--- src/iag_pkg.sv ---
// constants and types for the indexed address generator
// What this block does
// - auto-modify base excludes the program counter
// - pre forms address with adjusted register value
// - post forms address first, then adjust register
// - adjustment is -8..-1 or +1..+8
// - load-ea on modified register returns operand address
// - accumulator offset: base plus unsigned accumulator
// - accumulator offset changes no register
// - wide accumulator indirect fetches pointer as address
// - moves: immediate destination is illegal
// - moves: no indirect or long-offset postbytes
// - move base may be any of four
// - non-moves: pc reference is byte after instruction
// - non-moves: pc reference independent of queue
// - prefix 18, opcode 09 is byte ext-to-idx move
// - rr field: first, second, stack, pc
// - auto postbyte: p bit and nnnn encoding
// - accumulator postbyte aa select and indirect
package iag_pkg;

  // ----------------------------------------------------------------
  // encodings
  // ----------------------------------------------------------------
  localparam logic [7:0] PAGE2_PREFIX = 8'h18;
  localparam logic [7:0] BYTE_MOVE_EXT_IDX_OP = 8'h09;
  localparam logic [1:0] RR_FIRST = 2'h0;
  localparam logic [1:0] RR_SECOND = 2'h1;
  localparam logic [1:0] RR_STACK = 2'h2;
  localparam logic [1:0] RR_PC = 2'h3;
  localparam logic [1:0] ACC_FIRST = 2'h0;
  localparam logic [1:0] ACC_SECOND = 2'h1;
  localparam logic [1:0] ACC_WIDE = 2'h2;
  localparam logic [1:0] ACC_WIDE_IND = 2'h3;
  localparam logic [2:0] EXT_FORM = 3'h7;
  localparam logic [15:0] ADDR_RST = 16'h0000;
  localparam logic [15:0] ADJ_ONE = 16'h0001;

  // ----------------------------------------------------------------
  // types
  // ----------------------------------------------------------------
  typedef enum logic [1:0] {
    IAG_OP_PLAIN = 2'b00,
    IAG_OP_LEA = 2'b01,
    IAG_OP_JMP = 2'b10,
    IAG_OP_MOVE = 2'b11
  } iag_kind_t;

  typedef enum logic [1:0] {
    IAG_AM_IMM = 2'b00,
    IAG_AM_EXT = 2'b01,
    IAG_AM_IDX = 2'b10,
    IAG_AM_NONE = 2'b11
  } iag_amode_t;

  typedef enum logic [1:0] {
    IAG_ST_IDLE = 2'b00,
    IAG_ST_PTR = 2'b01,
    IAG_ST_DONE = 2'b10
  } iag_state_t;

  typedef struct packed {
    iag_kind_t kind;
    logic [1:0] lea_reg;
    logic [7:0] prefix;
    logic [7:0] opcode;
    iag_amode_t src_mode;
    iag_amode_t dst_mode;
    logic [7:0] postbyte;
    logic [15:0] instr_start;
    logic [3:0] instr_len;
  } iag_req_t;

  typedef struct packed {
    logic [15:0] x;
    logic [15:0] y;
    logic [15:0] sp;
    logic [15:0] pc_raw;
    logic [7:0] a;
    logic [7:0] b;
  } iag_regs_t;

  typedef struct packed {
    logic [15:0] ea;
    logic wb_en;
    logic [1:0] wb_reg;
    logic [15:0] wb_val;
    logic lea_en;
    logic [1:0] lea_reg;
    logic [15:0] lea_val;
    logic pc_load;
    logic illegal;
  } iag_res_t;

  typedef struct packed {
    iag_state_t st;
    logic done;
    logic [15:0] ptr_addr;
    iag_res_t res;
  } iag_state_s_t;

endpackage

--- src/iag_top.sv ---
// indexed effective-address generator with auto-modify and pointer fetch
module iag_top (
  input wire logic clock,                    // core clock
  input wire logic rst,                      // sync reset, high
  input wire logic req_valid,                // operand request
  input wire iag_pkg::iag_req_t req,         // decoded operand request
  input wire iag_pkg::iag_regs_t regs,       // current register values
  output logic req_ready,                    // block idle
  output logic mem_rd_req,                   // pointer word read
  output logic [15:0] mem_addr,              // pointer address
  input wire logic [15:0] mem_rdata,         // pointer word
  input wire logic mem_rvalid,               // pointer word valid
  output logic done,                         // result valid pulse
  output iag_pkg::iag_res_t res              // result
);

  // ----------------------------------------------------------------
  // state
  // ----------------------------------------------------------------
  iag_pkg::iag_state_s_t st_ff;
  iag_pkg::iag_state_s_t nxt_st;

  logic accept;
  logic [7:0] pb;
  logic is_ext;
  logic is_auto;
  logic is_off5;
  logic is_acc;
  logic is_ind;
  logic is_move;
  logic bad;
  logic [1:0] rr;
  logic [15:0] pc_ref;
  logic [15:0] c_base;
  logic [15:0] c_adj;
  logic [15:0] c_mod;
  logic [15:0] c_off;
  logic [15:0] c_ea;
  iag_pkg::iag_amode_t dst_m;

  function automatic logic [15:0] pick_base(input logic [1:0] sel, input iag_pkg::iag_regs_t r,
                                            input logic [15:0] pcv);
    case (sel)
      iag_pkg::RR_FIRST: pick_base = r.x;
      iag_pkg::RR_SECOND: pick_base = r.y;
      iag_pkg::RR_STACK: pick_base = r.sp;
      default: pick_base = pcv;
    endcase
  endfunction

  // ----------------------------------------------------------------
  // postbyte decode and address math
  // ----------------------------------------------------------------
  assign accept = req_valid && req_ready;
  assign pb = req.postbyte;
  assign is_move = req.kind == iag_pkg::IAG_OP_MOVE;
  assign is_ext = pb[7:5] == iag_pkg::EXT_FORM;
  assign is_off5 = !is_ext && !pb[5];
  assign is_auto = !is_ext && pb[5];
  assign is_acc = is_ext && pb[2];
  assign is_ind = is_acc && pb[1:0] == iag_pkg::ACC_WIDE_IND;
  assign rr = is_ext ? pb[4:3] : pb[7:6];

  // moves see the raw queue pointer; others a queue-free reference
  assign pc_ref = is_move ? regs.pc_raw : req.instr_start + {12'h000, req.instr_len};
  assign c_base = pick_base(rr, regs, pc_ref);
  assign c_adj = pb[3] ? {12'hFFF, pb[3:0]} : {13'h0000, pb[2:0]} + iag_pkg::ADJ_ONE;
  assign c_mod = c_base + c_adj;

  always_comb begin
    c_off = 16'h0000;
    if (is_off5) begin
      c_off = {{11{pb[4]}}, pb[4:0]};
    end else if (is_acc) begin
      case (pb[1:0])
        iag_pkg::ACC_FIRST: c_off = {8'h00, regs.a};
        iag_pkg::ACC_SECOND: c_off = {8'h00, regs.b};
        default: c_off = {regs.a, regs.b};
      endcase
    end
  end

  // pre form uses the adjusted value, post form the original
  assign c_ea = is_auto ? (pb[4] ? c_base : c_mod) : c_base + c_off;

  assign dst_m = (req.prefix == iag_pkg::PAGE2_PREFIX &&
                  req.opcode == iag_pkg::BYTE_MOVE_EXT_IDX_OP) ? iag_pkg::IAG_AM_IDX
                 : req.dst_mode;

  always_comb begin
    bad = 1'b0;
    if (is_auto && rr == iag_pkg::RR_PC) begin
      bad = 1'b1;
    end
    if (is_ext && !pb[2]) begin
      bad = 1'b1; // long constant forms are not handled here
    end
    if (is_move && dst_m == iag_pkg::IAG_AM_IMM) begin
      bad = 1'b1;
    end
    // operand modes must be immediate, extended or indexed
    if (is_move && (dst_m == iag_pkg::IAG_AM_NONE ||
                    req.src_mode == iag_pkg::IAG_AM_NONE)) begin
      bad = 1'b1;
    end
    if (is_move && is_ind) begin
      bad = 1'b1;
    end
  end

  // ----------------------------------------------------------------
  // sequencing
  // ----------------------------------------------------------------
  always_comb begin
    nxt_st = st_ff;
    nxt_st.done = 1'b0;
    case (st_ff.st)
      iag_pkg::IAG_ST_IDLE: begin
        if (accept) begin
          nxt_st.res = '0;
          nxt_st.res.illegal = bad;
          nxt_st.res.ea = c_ea;
          if (!bad) begin
            if (is_auto) begin
              nxt_st.res.wb_en = 1'b1;
              nxt_st.res.wb_reg = rr;
              nxt_st.res.wb_val = c_mod;
            end
            if (req.kind == iag_pkg::IAG_OP_LEA) begin
              nxt_st.res.lea_en = 1'b1;
              nxt_st.res.lea_reg = req.lea_reg;
              nxt_st.res.lea_val = c_ea;
              if (is_auto && req.lea_reg == rr) begin
                nxt_st.res.wb_en = 1'b0;
              end
            end
          end
          // only jumps load the program counter, direct or through a pointer
          nxt_st.res.pc_load = !bad && req.kind == iag_pkg::IAG_OP_JMP;
          if (is_ind && !bad) begin
            nxt_st.ptr_addr = c_ea;
            nxt_st.st = iag_pkg::IAG_ST_PTR;
          end else begin
            nxt_st.done = 1'b1;
            nxt_st.st = iag_pkg::IAG_ST_DONE;
          end
        end
      end
      iag_pkg::IAG_ST_PTR: begin
        if (mem_rvalid) begin
          nxt_st.res.ea = mem_rdata;
          nxt_st.res.lea_val = mem_rdata;
          nxt_st.done = 1'b1;
          nxt_st.st = iag_pkg::IAG_ST_DONE;
        end
      end
      iag_pkg::IAG_ST_DONE: begin
        nxt_st.st = iag_pkg::IAG_ST_IDLE;
      end
      default: begin
        nxt_st.st = iag_pkg::IAG_ST_IDLE;
      end
    endcase
  end

  always_ff @(posedge clock) begin
    if (rst) begin
      st_ff <= '{st: iag_pkg::IAG_ST_IDLE, done: 1'b0, ptr_addr: iag_pkg::ADDR_RST, res: '0};
    end else begin
      st_ff <= nxt_st;
    end
  end

  assign req_ready = st_ff.st == iag_pkg::IAG_ST_IDLE;
  assign mem_rd_req = st_ff.st == iag_pkg::IAG_ST_PTR;
  assign mem_addr = st_ff.ptr_addr;
  assign done = st_ff.done;
  assign res = st_ff.res;
endmodule

--- config.mk ---
export PLATFORM = sky130hd
export DESIGN_NAME = iag_top
export DESIGN_NICKNAME = d
export VERILOG_FILES = /design/src/iag_pkg.sv /design/src/iag_top.sv
export SDC_FILE = /design/constraint.sdc
export NUM_CORES = 1
export LEC_CHECK = 0
export BUFFER_PORTS_ARGS = -buffer_cell sky130_fd_sc_hd__clkbuf_2
export CAP_MARGIN = 20
export CORE_ASPECT_RATIO = 0.7
export CORE_MARGIN = 2
export CORE_UTILIZATION = 57
export DETAILED_ROUTE_END_ITERATION = 10
export PLACE_DENSITY = 0.9
export SLEW_MARGIN = 15
export SYNTH_ARGS = -nofsm -noshare
export SYNTH_HDL_FRONTEND = slang
export SYNTH_SLANG_ARGS = --single-unit
--- constraint.sdc ---
create_clock -name clock -period 12.55 [get_ports clock]
set_clock_uncertainty 0.1 [all_clocks]
set_input_delay 3.765 -clock clock [delete_from_list [all_inputs] [get_ports clock]]
set_output_delay 3.765 -clock clock [all_outputs]
set_load 0.01 [all_outputs]
==> results.yml <==
sta:
  setup_violations: 0
  slew_headroom: 0.3008
  fin_crit_sh: 0.6965
  rsz0062_at_grt: "no"
  setup_tns_ns: 0
  hold_viol_final: 0
  worstMarginPinSlew_ns: 1.049
  final_max_slew_viol_count: 0
  timing.fmax_ghz: 0.1144
  post-route-min-period_ns: 8.742
critical_path:
  worstSetupStartpointType: "input pin"
  critPathMaxFanout: 32
  reg2reg_from: "st_ff[74]"
  critPathArrivalTime_ns: 8.82
  slowest_delay_ns: 0.60
  cp_data_required_time_ns: 12.63
  worstPathCellList: "clkbuf_2 -> nand3b_1 -> nand2_1 -> nand2_1 -> o22ai_1 -> a221oi_1 -> ha_1 -> a21o_1 -> a21o_1 -> a2111oi_0 -> a31o_4 -> mux2_4 -> nor4_4 -> mux2i_1 -> o32ai_2"
  crit_slowest_cell: "a221oi_1"
  end_kind: "flip-flop"
  crit_type: "input pin to flip-flop"
  setup.worst_path.start: "req[24]"
detailed_routing:
  highest_layer: "met4"
  ant_nets: 0
  vias: 7682
  dr_wl_met2_um: 9705
  wl_um: 23070
  wirelength_met1_um: 9995
  drt_iter0_drc: 810
  dr.pass1.iters: 5
  viasPerCell: 6.439
  dr_wl_met3_um: 2973
  drc_errors: 0
  detail_route.wl_per_cell_um: 19.34
clock_network:
  cts_sinks: 75
  root_buffer: "clkbuf_16"
  cts_resized: 0
  postCtsSetupBuffers: 0
  cts_tree: "done"
  htreeDepth: 3
  clkSlewWorstSetupHoldPaths_ns: 0.06
  clk-insertion-delay-late_ns: 0.33
  numCtsBuffers: 9
  cts_hold_buf: 0
  clk_path_buf_depth: 2
finish:
  fin_util: 0.6666
  multi_input_area_mm2: 0.004688
  register_area_mm2: 0.001501
  drive_gt1_frac: 0.2664
  final_nets: 1224
  fill_cells: 1050
  antenna_cells: 0
  area_growth_pct: 12.39
power_and_ir_drop:
  power_mw: 0.8580
  ir_worst_vdd_v: 0.00007349
  p_leak_nw: 3.620
  power.density_mw_per_mm2: 108.6
placed_design:
  port_buffers: 226
  hpwlAfterDp_um: 18060
  gp_congestion: 0.9844
hold_path:
  hold_path.class: "flip-flop to flip-flop"
  holdCritStartpoint: "res[20]"
synth:
  synthCells: 918
  synth-edff-count: 0
  ys_async_sr_fraction: 0
  synth_area_mm2: 0.007028
  yosysWarningCount: 0
  ys_seq_area_frac: 0.2136
  synth-seq-cells: 75
  yosys_most_used_dff: "dfxtp_1"
  syn_nets: 1109
  synth_cell_types: 83
  syn_avg_cell_area_um2: 7.656
die:
  die_w_um: 136.7
  core_mm2: 0.01185
  start_util: 0.5931
  die_h_um: 96.90
  dieArea_mm2: 0.01325
  pin_count: 227
  std_cell_rows: 33
global_route:
  grt_overflow: 0
  grt_pass1_wl_um: 35870
  grt_use_total: 0.3407
  grt_max_degree: 81
  antenna_found_initial: 0
  grt_pass1_vias: 6890
flow_run:
  maxCapViolCount: 0
status:
  status: "finished, final reports clean"
## sequential cells by signal (all words and copies together), names as in the netlist
signal / count
st_ff: 2
res: 56
done: 1
mem_addr: 16
## power breakdown
part | switching [mW] | leakage [nW] | internal (mW)
clock | 0.0956 | 0.121 | 0.131
sequential | 0.00771 | 0.610 | 0.252
combinational | 0.228 | 2.89 | 0.144
## synthesized netlist by cell type (5+ instances only)
library cell   n  area (um^2)
clkbuf_1      49        183.9
o32ai_1        6        52.55
nor2_1        75        281.5
a221oi_1       8        70.07
nand4_1        9        56.30
a211oi_1      20        150.1
a22oi_1       49        367.9
nand3b_1       7        52.55
nor3_1        16        80.08
mux2_2         5        56.30
xor2_1        11        96.34
nor4_1         6        37.54
buf_4         72        540.5
o22ai_1       25        156.4
and3_1        11        68.82
o211ai_1       8        60.06
inv_1         17        63.81
a21oi_1       55        275.3
o21ai_0       29        145.1
and2_1         9        56.30
nand2b_1       8        50.05
dfxtp_1       75         1501
o21a_1         7        52.55
ha_1          38        475.5
a31oi_1       19        118.9
xnor2_1       32        280.3
mux2i_1       14        140.1
o21ai_1        5        25.02
a21o_1        30        225.2
nand3_1       23        115.1
nor4b_1        6        52.55
nand2_1       92        345.3
## critical path, delay by kind of cell
kind | cells | cell delay [ns]
and+or+nand+nor | 4 | 1.41
AOI/OAI and AO/OA | 7 | 2.09
adders and majority gates | 1 | 0.37
muxes | 2 | 0.62
buffers and inverters | 1 | 0.56
## final timing paths
path | to | slack, ns | cells after the start
max | res[17] | 3.81 | 15
min | res[20] | 0.35 | 2
max reg2reg | res[11] | 10.09 | 5
min reg2reg | res[20] | 0.35 | 2
## cell type report
class	count	share of cell area
Clock buffer	11	0.02946
Clock inverter	3	0.002218
Inverter	17	0.008079
Multi-Input combinational cell	696	0.5935
Sequential cell	75	0.1901
Tap cell	157	0.02487
Timing Repair Buffer	234	0.1518
## placed cells by master, fill, tap and decap left out, drive strengths merged, types with 10 or more instances in the layout
cell | netlist | final
a211oi | 21 | 21
inv | 17 | 17
nand3 | 23 | 23
and3 | 12 | 12
and2 | 10 | 10
a22oi | 49 | 49
xnor2 | 32 | 32
ha | 38 | 38
dfxtp | 75 | 75
o21ai | 34 | 34
clkbuf | 49 | 237
a31oi | 20 | 20
a21oi | 55 | 55
o22ai | 25 | 25
a21o | 31 | 31
nand2 | 93 | 93
mux2i | 14 | 14
nor3 | 16 | 16
nor2 | 75 | 75
xor2 | 11 | 11
## metrics by stage
stage / instance area (um^2) / cells / worst slack [ns] / hold WS (ns)
floorplan: 7028 / 918 / 4.452 / 0.3323
global placement: 7634 / 1178 / 3.758 / 0.3420
detailed placement: 7634 / 1178 / 3.594 / 0.3492
CTS: 7884 / 1192 / 3.959 / 0.3569
global route: 7899 / 1193 / 3.449 / 0.3867
finish: 7899 / 1193 / 3.808 / 0.3518
## layer usage
metal | track usage | up-vias
met1 | 0.4881 | 3576
met3 | 0.1064 | 36
li1 | - | 3579
met4 | 0.07131 | 0
met5 | 0 | -
met2 | 0.4985 | 491
## kinds of logic after synthesis
kind of cell / count (synthesis) / synth area share
flops: 75 / 0.2136
simple gates: 287 / 0.2005
fa+ha+maj: 39 / 0.07050
compound gates: 305 / 0.3067
xor+xnor: 44 / 0.05679
buf+inv: 147 / 0.1196
mux: 21 / 0.03222
No activity file was read; power rests on OpenSTA's default activity.
